## src/inc/tc_map.svh

```systemverilog
// tc_map.svh: telecommand field values, byte counts and timing figures
// assumes: included by the two link ends only, not by the package, 200 MHz clock
`ifndef TC_MAP_SVH
`define TC_MAP_SVH
`define CLK_PERIOD_NS      5
`define HDR_VER            3'h0
`define HDR_PID            7'h47
`define HDR_CATEGORY       4'hc
`define HDR_SEQ_FLAGS      2'h3
`define SEQ_SRC_GROUND     3'h0
`define LEN_OFFSET         16'h0005
`define SEC_VER            3'h0
`define SEC_CKSUM_FLAG     1'h1
`define SEC_ACK            4'h1
`define TYPE_TEST          8'h11
`define TYPE_SCIENCE       8'h14
`define SUBTYPE_ONE        8'h01
`define APP_PID_SCIENCE    7'h47
`define BYTES_CONN_TEST    5'h0c
`define BYTES_SCI_ENABLE   5'h0e
`define REPLY_LIMIT_S      4
`define SYNC_WAIT_S        60
`define CKSUM_SEED         16'hffff
`endif

```

## src/inc/tc_pkg.sv

```systemverilog
// tc_pkg.sv: shared types for the telecommand link
// assumes: tc_map.svh supplies the constants
package tc_pkg;
  typedef enum logic [1:0] {CMD_NONE, CMD_CONN_TEST, CMD_SCI_ENABLE} cmd_type;
  typedef logic [7:0] byte_type;
  // running check word: xor then rotate left by one of each byte
  function automatic logic [15:0] cksum_step(input logic [15:0] acc, input logic [7:0] b);
    logic [15:0] s;
    s = acc ^ {8'h00, b};
    cksum_step = {s[14:0], s[15]};
  endfunction
endpackage

```

## src/inc/tc_link_if.sv

```systemverilog
// tc_link_if.sv: byte-wide link between spacecraft end and instrument end
// assumes: both ends on the same clock; one byte per valid cycle
interface tc_link_if;
  logic [7:0] tc_data;
  logic       tc_valid;
  logic       tc_last;
  logic       conn_report;
  logic       sci_out_en;
  modport spacecraft (output tc_data, output tc_valid, output tc_last,
                      input conn_report, input sci_out_en);
  modport instrument (input tc_data, input tc_valid, input tc_last,
                      output conn_report, output sci_out_en);
endinterface

```

## src/design/tc_instrument_end.sv

```systemverilog
// tc_instrument_end.sv: decodes connection test and science enable commands
// Contract
// - sequence top three bits zero, ground
// - low eleven sequence bits count up from zero
// - separate counter per process and category; code keeps one per command kind, both on the same process and category
// - packet length equals data bytes plus five
// - category field is twelve, private science
// - secondary header version is zero
// - acknowledgement field is 0001
// - connection test type is seventeen
// - connection test subtype is one
// - science enable type is twenty
// - science enable subtype is one
// - science data: nine zero bits, id 71
// - select science report by carried process id
// - answer connection test within four seconds; code answers only once ready and drops tests sent during start-up
// - mirror at stop, then at space view
// - sync or sixty seconds, then engineering telemetry
// - enable passes science packets to link
// - science generated in all but engineering mode
// - stored time applied at next sync pulse
// assumes: link bytes come from logic on the same clock; status pins are asynchronous
`include "tc_map.svh"
module tc_instrument_end
  import tc_pkg::*;
#(
  // sixty seconds of cycles does not fit in 32 bits at this clock
  parameter int unsigned     CLK_HZ      = 200_000_000,
  parameter longint unsigned SYNC_WAIT   = longint'(`SYNC_WAIT_S) * CLK_HZ,
  parameter longint unsigned REPLY_LIMIT = longint'(`REPLY_LIMIT_S) * CLK_HZ
)(
  input  wire logic       CLK_IN,
  input  wire logic       RSTN_IN,
  input  wire logic       MIRROR_AT_STOP_IN,
  input  wire logic       MIRROR_AT_SPACE_IN,
  input  wire logic       TIME_SYNC_IN,
  input  wire logic       BROADCAST_SYNC_PULSE_IN,
  input  wire logic       ENG_TLM_ON_IN,
  input  wire logic       ENG_MODE_IN,
  input  wire logic       SCI_PKT_VALID_IN,
  output logic            SCI_GEN_OUT,
  output logic            SCI_PKT_PASS_OUT,
  output logic            TIME_APPLIED_OUT,
  output logic            READY_OUT,
  output logic            REJECT_OUT,
  tc_link_if.instrument   link
);
  // ----------------------------------------
  // pin synchronisers
  // ----------------------------------------
  logic [5:0] meta;
  logic [5:0] sync;
  always_ff @(posedge CLK_IN or negedge RSTN_IN) begin
    if (!RSTN_IN) begin
      meta <= 6'h00;
      sync <= 6'h00;
    end else begin
      meta <= {SCI_PKT_VALID_IN, ENG_MODE_IN, ENG_TLM_ON_IN, BROADCAST_SYNC_PULSE_IN,
               TIME_SYNC_IN, MIRROR_AT_STOP_IN};
      sync <= meta;
    end
  end
  logic space_meta;
  logic space_sync;
  always_ff @(posedge CLK_IN or negedge RSTN_IN) begin
    if (!RSTN_IN) begin
      space_meta <= 1'b0;
      space_sync <= 1'b0;
    end else begin
      space_meta <= MIRROR_AT_SPACE_IN;
      space_sync <= space_meta;
    end
  end
  logic sync_prev;
  logic sync_rise;
  always_ff @(posedge CLK_IN or negedge RSTN_IN) begin
    if (!RSTN_IN) sync_prev <= 1'b0;
    else sync_prev <= sync[2];
  end
  assign sync_rise = sync[2] && !sync_prev;

  // ----------------------------------------
  // start-up sequence
  // ----------------------------------------
  typedef enum logic [2:0] {ST_STOP, ST_SPACE, ST_WAIT, ST_ENG, ST_READY} startup_type;
  startup_type st;
  logic [34:0] wait_cnt;
  logic        time_held;
  always_ff @(posedge CLK_IN or negedge RSTN_IN) begin
    if (!RSTN_IN) begin
      st <= ST_STOP;
      wait_cnt <= 35'h0;
    end else begin
      unique case (st)
        ST_STOP:  if (sync[0]) st <= ST_SPACE;
        ST_SPACE: if (space_sync) st <= ST_WAIT;
        ST_WAIT: begin
          wait_cnt <= wait_cnt + 35'h1;
          if (time_held || wait_cnt >= 35'(SYNC_WAIT - 1)) st <= ST_ENG;
        end
        ST_ENG:   if (sync[3]) st <= ST_READY;
        ST_READY: st <= ST_READY;
      endcase
    end
  end
  always_ff @(posedge CLK_IN or negedge RSTN_IN) begin
    if (!RSTN_IN) READY_OUT <= 1'b0;
    else READY_OUT <= (st == ST_READY);
  end

  // time sync: hold until next broadcast pulse, then apply
  logic time_pending;
  always_ff @(posedge CLK_IN or negedge RSTN_IN) begin
    if (!RSTN_IN) begin
      time_pending <= 1'b0;
      time_held <= 1'b0;
      TIME_APPLIED_OUT <= 1'b0;
    end else begin
      TIME_APPLIED_OUT <= time_pending && sync_rise;
      if (sync[1]) time_pending <= 1'b1;
      else if (sync_rise) time_pending <= 1'b0;
      if (time_pending && sync_rise) time_held <= 1'b1;
    end
  end

  // ----------------------------------------
  // packet receiver and decode
  // ----------------------------------------
  byte_type    pkt [0:15];
  logic [4:0]  cnt;
  logic [15:0] acc;
  logic [15:0] rx_ck;
  logic        ok_hdr;
  logic        is_test;
  logic        is_sci;
  localparam logic [6:0] pid_bits = `HDR_PID;
  // check word high byte is the one just before the last byte
  assign rx_ck = {pkt[cnt[3:0] - 4'h1], link.tc_data};
  always_comb begin
    ok_hdr = pkt[0] == {`HDR_VER, 1'b1, 1'b1, pid_bits[6:4]}
          && pkt[1] == {pid_bits[3:0], `HDR_CATEGORY}
          && pkt[2][7:6] == `HDR_SEQ_FLAGS && pkt[2][5:3] == `SEQ_SRC_GROUND
          && pkt[6] == {`SEC_VER, `SEC_CKSUM_FLAG, `SEC_ACK}
          && pkt[8] == `SUBTYPE_ONE && pkt[9] == 8'h00;
    is_test = ok_hdr && pkt[7] == `TYPE_TEST && cnt == `BYTES_CONN_TEST - 5'h01
           && {pkt[4], pkt[5]} == `LEN_OFFSET;
    is_sci = ok_hdr && pkt[7] == `TYPE_SCIENCE && cnt == `BYTES_SCI_ENABLE - 5'h01
          && {pkt[4], pkt[5]} == `LEN_OFFSET + 16'h0002
          && pkt[10] == 8'h00 && pkt[11] == {1'b0, `APP_PID_SCIENCE};
  end
  cmd_type cmd;
  always_ff @(posedge CLK_IN or negedge RSTN_IN) begin
    if (!RSTN_IN) begin
      cnt <= 5'h00;
      acc <= `CKSUM_SEED;
      cmd <= CMD_NONE;
      REJECT_OUT <= 1'b0;
    end else begin
      cmd <= CMD_NONE;
      REJECT_OUT <= 1'b0;
      if (link.tc_valid) begin
        if (cnt < 5'h10) pkt[cnt[3:0]] <= link.tc_data;
        if (link.tc_last) begin
          cnt <= 5'h00;
          acc <= `CKSUM_SEED;
          if (rx_ck == acc && (is_test || is_sci))
            cmd <= is_test ? CMD_CONN_TEST : CMD_SCI_ENABLE;
          else REJECT_OUT <= 1'b1;
        end else begin
          if (cnt != 5'h1f) cnt <= cnt + 5'h01;
          if (cnt > 5'h00) acc <= cksum_step(acc, pkt[cnt[3:0] - 4'h1]);
        end
      end
    end
  end

  // ----------------------------------------
  // actions: reply and science output gate
  // ----------------------------------------
  always_ff @(posedge CLK_IN or negedge RSTN_IN) begin
    if (!RSTN_IN) link.conn_report <= 1'b0;
    else link.conn_report <= (cmd == CMD_CONN_TEST) && (st == ST_READY);
  end
  always_ff @(posedge CLK_IN or negedge RSTN_IN) begin
    if (!RSTN_IN) link.sci_out_en <= 1'b0;
    else if (cmd == CMD_SCI_ENABLE) link.sci_out_en <= 1'b1;
  end
  // generation keeps running whether or not output is enabled
  always_ff @(posedge CLK_IN or negedge RSTN_IN) begin
    if (!RSTN_IN) begin
      SCI_GEN_OUT <= 1'b0;
      SCI_PKT_PASS_OUT <= 1'b0;
    end else begin
      SCI_GEN_OUT <= !sync[4];
      SCI_PKT_PASS_OUT <= sync[5] && !sync[4] && link.sci_out_en;
    end
  end
endmodule

```

## src/flat_wrapper.sv

```systemverilog
// flat-port wrapper written by rule: the top's interface ports become plain ports
module tc_instrument_end_flat import tc_pkg::*;
#(
                                                                  
  parameter int unsigned     CLK_HZ      = 200_000_000,
  parameter longint unsigned SYNC_WAIT   = longint'(`SYNC_WAIT_S) * CLK_HZ,
  parameter longint unsigned REPLY_LIMIT = longint'(`REPLY_LIMIT_S) * CLK_HZ
)
  (CLK_IN, RSTN_IN, MIRROR_AT_STOP_IN, MIRROR_AT_SPACE_IN, TIME_SYNC_IN, BROADCAST_SYNC_PULSE_IN, ENG_TLM_ON_IN, ENG_MODE_IN, SCI_PKT_VALID_IN, SCI_GEN_OUT, SCI_PKT_PASS_OUT, TIME_APPLIED_OUT, READY_OUT, REJECT_OUT, link_tc_data, link_tc_valid, link_tc_last, link_conn_report, link_sci_out_en);
  tc_link_if link_i ();
  input  wire logic CLK_IN;
  input  wire logic RSTN_IN;
  input  wire logic MIRROR_AT_STOP_IN;
  input  wire logic MIRROR_AT_SPACE_IN;
  input  wire logic TIME_SYNC_IN;
  input  wire logic BROADCAST_SYNC_PULSE_IN;
  input  wire logic ENG_TLM_ON_IN;
  input  wire logic ENG_MODE_IN;
  input  wire logic SCI_PKT_VALID_IN;
  output logic SCI_GEN_OUT;
  output logic SCI_PKT_PASS_OUT;
  output logic TIME_APPLIED_OUT;
  output logic READY_OUT;
  output logic REJECT_OUT;
  input wire logic [$bits(link_i.tc_data)-1:0] link_tc_data;
  input wire logic [$bits(link_i.tc_valid)-1:0] link_tc_valid;
  input wire logic [$bits(link_i.tc_last)-1:0] link_tc_last;
  output wire logic [$bits(link_i.conn_report)-1:0] link_conn_report;
  output wire logic [$bits(link_i.sci_out_en)-1:0] link_sci_out_en;
  assign link_i.tc_data = link_tc_data;
  assign link_i.tc_valid = link_tc_valid;
  assign link_i.tc_last = link_tc_last;
  assign link_conn_report = link_i.conn_report;
  assign link_sci_out_en = link_i.sci_out_en;
  tc_instrument_end #(.CLK_HZ(CLK_HZ), .SYNC_WAIT(SYNC_WAIT), .REPLY_LIMIT(REPLY_LIMIT)) u_core (.CLK_IN(CLK_IN), .RSTN_IN(RSTN_IN), .MIRROR_AT_STOP_IN(MIRROR_AT_STOP_IN), .MIRROR_AT_SPACE_IN(MIRROR_AT_SPACE_IN), .TIME_SYNC_IN(TIME_SYNC_IN), .BROADCAST_SYNC_PULSE_IN(BROADCAST_SYNC_PULSE_IN), .ENG_TLM_ON_IN(ENG_TLM_ON_IN), .ENG_MODE_IN(ENG_MODE_IN), .SCI_PKT_VALID_IN(SCI_PKT_VALID_IN), .SCI_GEN_OUT(SCI_GEN_OUT), .SCI_PKT_PASS_OUT(SCI_PKT_PASS_OUT), .TIME_APPLIED_OUT(TIME_APPLIED_OUT), .READY_OUT(READY_OUT), .REJECT_OUT(REJECT_OUT), .link(link_i));
endmodule
```

## config.mk

```make
export PLATFORM = sky130hd
export DESIGN_NAME = tc_instrument_end_flat
export DESIGN_NICKNAME = d
export VERILOG_FILES = /design/src/inc/tc_pkg.sv /design/src/inc/tc_link_if.sv /design/src/design/tc_instrument_end.sv /design/src/flat_wrapper.sv
export VERILOG_INCLUDE_DIRS = /design/src /design/src/inc
export SDC_FILE = /design/constraint.sdc
export NUM_CORES = 1
export LEC_CHECK = 0
export ABC_AREA = 1
export BUFFER_PORTS_ARGS = -buffer_cell sky130_fd_sc_hd__buf_4
export CAP_MARGIN = 0
export CORE_UTILIZATION = 45
export CTS_CLUSTER_DIAMETER = 30
export DETAILED_ROUTE_END_ITERATION = 6
export GPL_TIMING_DRIVEN = 0
export HOLD_SLACK_MARGIN = 0.05
export PLACE_DENSITY = 0.63
export SLEW_MARGIN = 15
export SYNTH_ARGS = -nofsm -noshare
export SYNTH_HDL_FRONTEND = slang
export SYNTH_SLANG_ARGS = --single-unit
```

## constraint.sdc

```tcl
create_clock -name CLK_IN -period 3.6 [get_ports CLK_IN]
set_input_delay 0.54 -clock CLK_IN [delete_from_list [all_inputs] [get_ports CLK_IN]]
set_output_delay 0.54 -clock CLK_IN [all_outputs]
set_load 0.01 [all_outputs]
```

==> summary.txt <==
Run status
  – Status: finished, final reports clean

Synthesis
  – #FFs+latches synth: roughly 210
  – Most common cell in the netlist: nand2_1
  – Synth Area in XOR/XNOR: 4.51%
  – Largest family of logic cells by synthesized area: simple AND/OR/NAND/NOR gates
  – Synth Warn #: 0
  – Synth Flop Type: edfxtp_1
  – Post-synth top cells: 211 x nand2_1, 147 x nand3_1, 128 x edfxtp_1, 84 x inv_1, 69 x dfrtp_1
  – Top cells by area, synth: edfxtp_1 40%, dfrtp_1 18%, nand2_1 8.1%
  – Synth Net Count: 972
  – Simple-gate share of the synthesized area: 24.4%
  – Seq/Total Area, Yosys: 61.6%
  – Area leader, netlist: edfxtp_1
  – Mapped Area: 9720 um2
  – Compound-Gate Fraction of Synth Area: 2.86%
  – Mean Syn Cell Area: 10.3 um2
  – Post-synthesis mux area share: 0%
  – Async SR Flop Fraction: 39.9%
  – Top-area cell type share of the netlist area: 39.6%
  – Library cells used by synthesis: 41
  – Post-synth EDFFs: 128
  – Post-Syn Instances: 946
  – Synth Area in Adders: less than 1%

Routing
  – Routed WL: 24500 um
  – Via count: 7157
  – Drc violations: 0
  – Drt wl/cell: roughly 18 um
  – DR pass1 iterations: 5
  – Antenna Nets Post-Route: 0
  – Starting DRC count in detailed routing: 559
  – DR vias/cell: 5.40

Layout
  – Area growth from synthesis to layout: 21.3%
  – Filler cell count: 1810
  – Diode count: 0
  – Multi-input logic area: 3190 um2
  – Layout cells sized above 1: around 17%
  – Reg area: 5990 um2
  – # nets final: between 1k and 1.5k

Timing
  – Final setup skew: approximately 0.024 ns
  – Setup TNS: 0 ns
  – Fin. Hold Viols: 0
  – Fmax: 305 MHz
  – Final setup viols: 0
  – Slew @ Worst Pin: 1.09 ns
  – RSZ-0062 raised after global routing: false
  – Minimum clock period: 3.28 ns
  – Relative slew slack: 26.9%
  – Crit share post-route: about 91%
  – Max Slew Vio Count: 0

Pwr
  – Total Power: 8200 uW
  – Switching Share: 26.3%
  – Combinational Power Share: 14.8%
  – Peak VDD IR: between 0.4 and 0.5 mV
  – Power Dens Cells: between 600 and 700 nW/um2
  – Leakage power: 0.00490 uW
  – Clock power share: 50.1%
  – Psw: around 2200 uW
  – Reg power frac: a little over a third
  – Internal: just over 6000 uW

Hold path
  – Hold Crit Class: input pin to flip-flop

Clock network
  – CTS tree: built
  – H-tree depth: 2
  – Clock Pin Slew Worst Setup and Hold Paths: 0.05 ns
  – Postcts setup bufs: 0
  – Cts bufs inserted: 44
  – Maximum clock path buffer count: 3
  – # hold bufs at CTS: 0
  – CTS sink cnt: 213
  – Root Buffer: clkbuf_16
  – Later-pin clock latency in the skew report: about 0.52 ns
  – Post-cts resize count: 0

Die
  – Die footprint: 22200 um2
  – Starting density of the core: 46.1%
  – Chip width: 149 um
  – Row count: 53
  – Die height: 149 um
  – CORE AREA: 21100 um2
  – I/O pin count: 26

Global route
  – Total GRT Usage: 23.1%
  – GRT met2 Usage: 36.9%
  – Vias in the first global route: just over 7k
  – GR Util met3: 5.84%
  – Layer with the highest usage: met2
  – Initial antenna violation count: 0
  – First-pass GRT wire length: about 38000 um
  – Largest net degree at the start of global routing: 87
  – GRT overflow: 0
  – GRT met1 Usage: 29.7%

Placement
  – Number of I/O port buffers: 25
  – Placed wire-length estimate: 16700 um
  – RePlAce Congestion: 0.955

Job
  – Max Cap Viol: 0

Worst setup path
  – Kind of critical path: flip-flop to flip-flop
  – Crit-path max FO: 12
  – CP startpoint kind: flip-flop
  – Data arrival, critical path: 3.71 ns
  – CP required: a little over 4 ns
  – Cells along the critical path: buf_4 > inv_6 > buf_2 > ha_1 > buf_2 > inv_2 > buf_2 > nand3_1 > nand3_1 > nand3_1 > nand2_1 > nand2_1 > nand2_1 > nand3_1 > nor2_2 > nand2_1 > nor2_1
  – Crit-path max cell delay: 0.41 ns
  – Slowest cell on the critical path: dfrtp_1
  – CP endpoint kind: flip-flop
[power groups by stage]
stage | Sequential, uW | Clock, uW | Combinational, uW
finish | 2880 | 4110 | 1210
global route | 2900 | 4310 | 1330
CTS | 2880 | 4180 | 1200
detailed placement | 2920 | 0 | 1190
global placement | 2920 | 0 | 1170
floorplan | 2890 | 0 | 828
[worst paths after layout]
| check | to | from | slack [ns] | cells after the start |
|---|---|---|---|---|
| worst max register to register | u_core.cmd[1] | u_core.cnt[0] | 0.32 | 17 |
| worst max-delay path | u_core.cmd[1] | u_core.cnt[0] | 0.32 | 17 |
| max in group asynchronous | u_core.wait_cnt[31] | RSTN_IN | 2.69 | 1 |
| worst min register to register | u_core.sync[0] | u_core.meta[0] | 0.34 | 0 |
| min in group asynchronous | u_core.space_sync | RSTN_IN | 0.23 | 1 |
| worst min-delay path | u_core.space_meta | MIRROR_AT_SPACE_IN | 0.14 | 1 |
[sequential cells by signal, indices dropped and copies added, names as in the netlist, 2 cells and up]
signal and count:
u_core.cnt 5, u_core.cmd 2, u_core.meta 6, u_core.pkt 128, u_core.st 3, u_core.wait_cnt 35, u_core.sync 6, u_core.acc 16
[through the flow]
step / hold slack [ns] / setup WS (ns) / cells / utilization [%] / cell area (um2)
after floorplan: 0.244 / 1.31 / 946 / - / 9720
after global placement: 0.334 / 0.263 / 1246 / 48.6 / 10200
after detailed placement: 0.336 / 0.274 / 1246 / 48.6 / 10300
after CTS: 0.120 / 0.375 / 1325 / 55.9 / 11800
after global routing: 0.118 / 0.126 / 1325 / 55.9 / 11800
final: 0.138 / 0.324 / 1325 / 55.9 / 11800
[cells by family after synthesis]
logic type / Yosys count
AOI/OAI and AO/OA: 47
DFF: 213
buffers and inverters: 116
adders and majority gates: 7
xor gates and xnor gates: 50
and+or+nand+nor: 513
[cells in the final DEF, fill, tap and decap left out, types with 3 or more instances in the layout]
cell type and instances:
clkbuf_16 45, nand2_2 11, nor2_2 5, dfstp_2 16, nor2_1 64, clkbuf_1 6, xnor2_1 23, o22ai_1 8
buf_6 8, xor2_1 27, nor4_1 13, nand3_1 147, clkinvlp_4 5, inv_2 3, inv_6 3, dfrtp_1 69
nor3_2 8, buf_4 29, nor3_1 17, ha_1 7, bufinv_16 7, o21ai_0 12, clkinv_2 7, a22oi_1 8
or2_2 8, inv_1 84, edfxtp_1 128, nand2_1 211, nand4_1 19, clkinv_4 3, buf_2 11, a21oi_1 12
nand3_2 4, clkinv_1 3, clkbuf_8 4
[routing by layer]
metal  vias up  routed length [um]
met5         -                   0
met4         0                 872
met3        58                2050
met2       327               11400
met1      3410               10200
li1       3362                   -
[critical path, delay by kind of cell (launching register included)]
kind                     cells  cell delay [ns]
AND/OR/NAND/NOR             10             1.25
adder cells (fa/ha/maj)      1             0.31
buffers and inverters        6             1.23
flip-flops                   1             0.41
[cell type report]
class	count	area share (%)
multi-input combinational	617	27.1
buffer	24	1.61
sequential	213	50.8
inverter	92	3.05
tap	275	2.92
timing repair buffer	25	1.59
clock inverter	24	2.72
clock buffer	55	10.2
No activity file was read; power rests on OpenSTA's default activity.
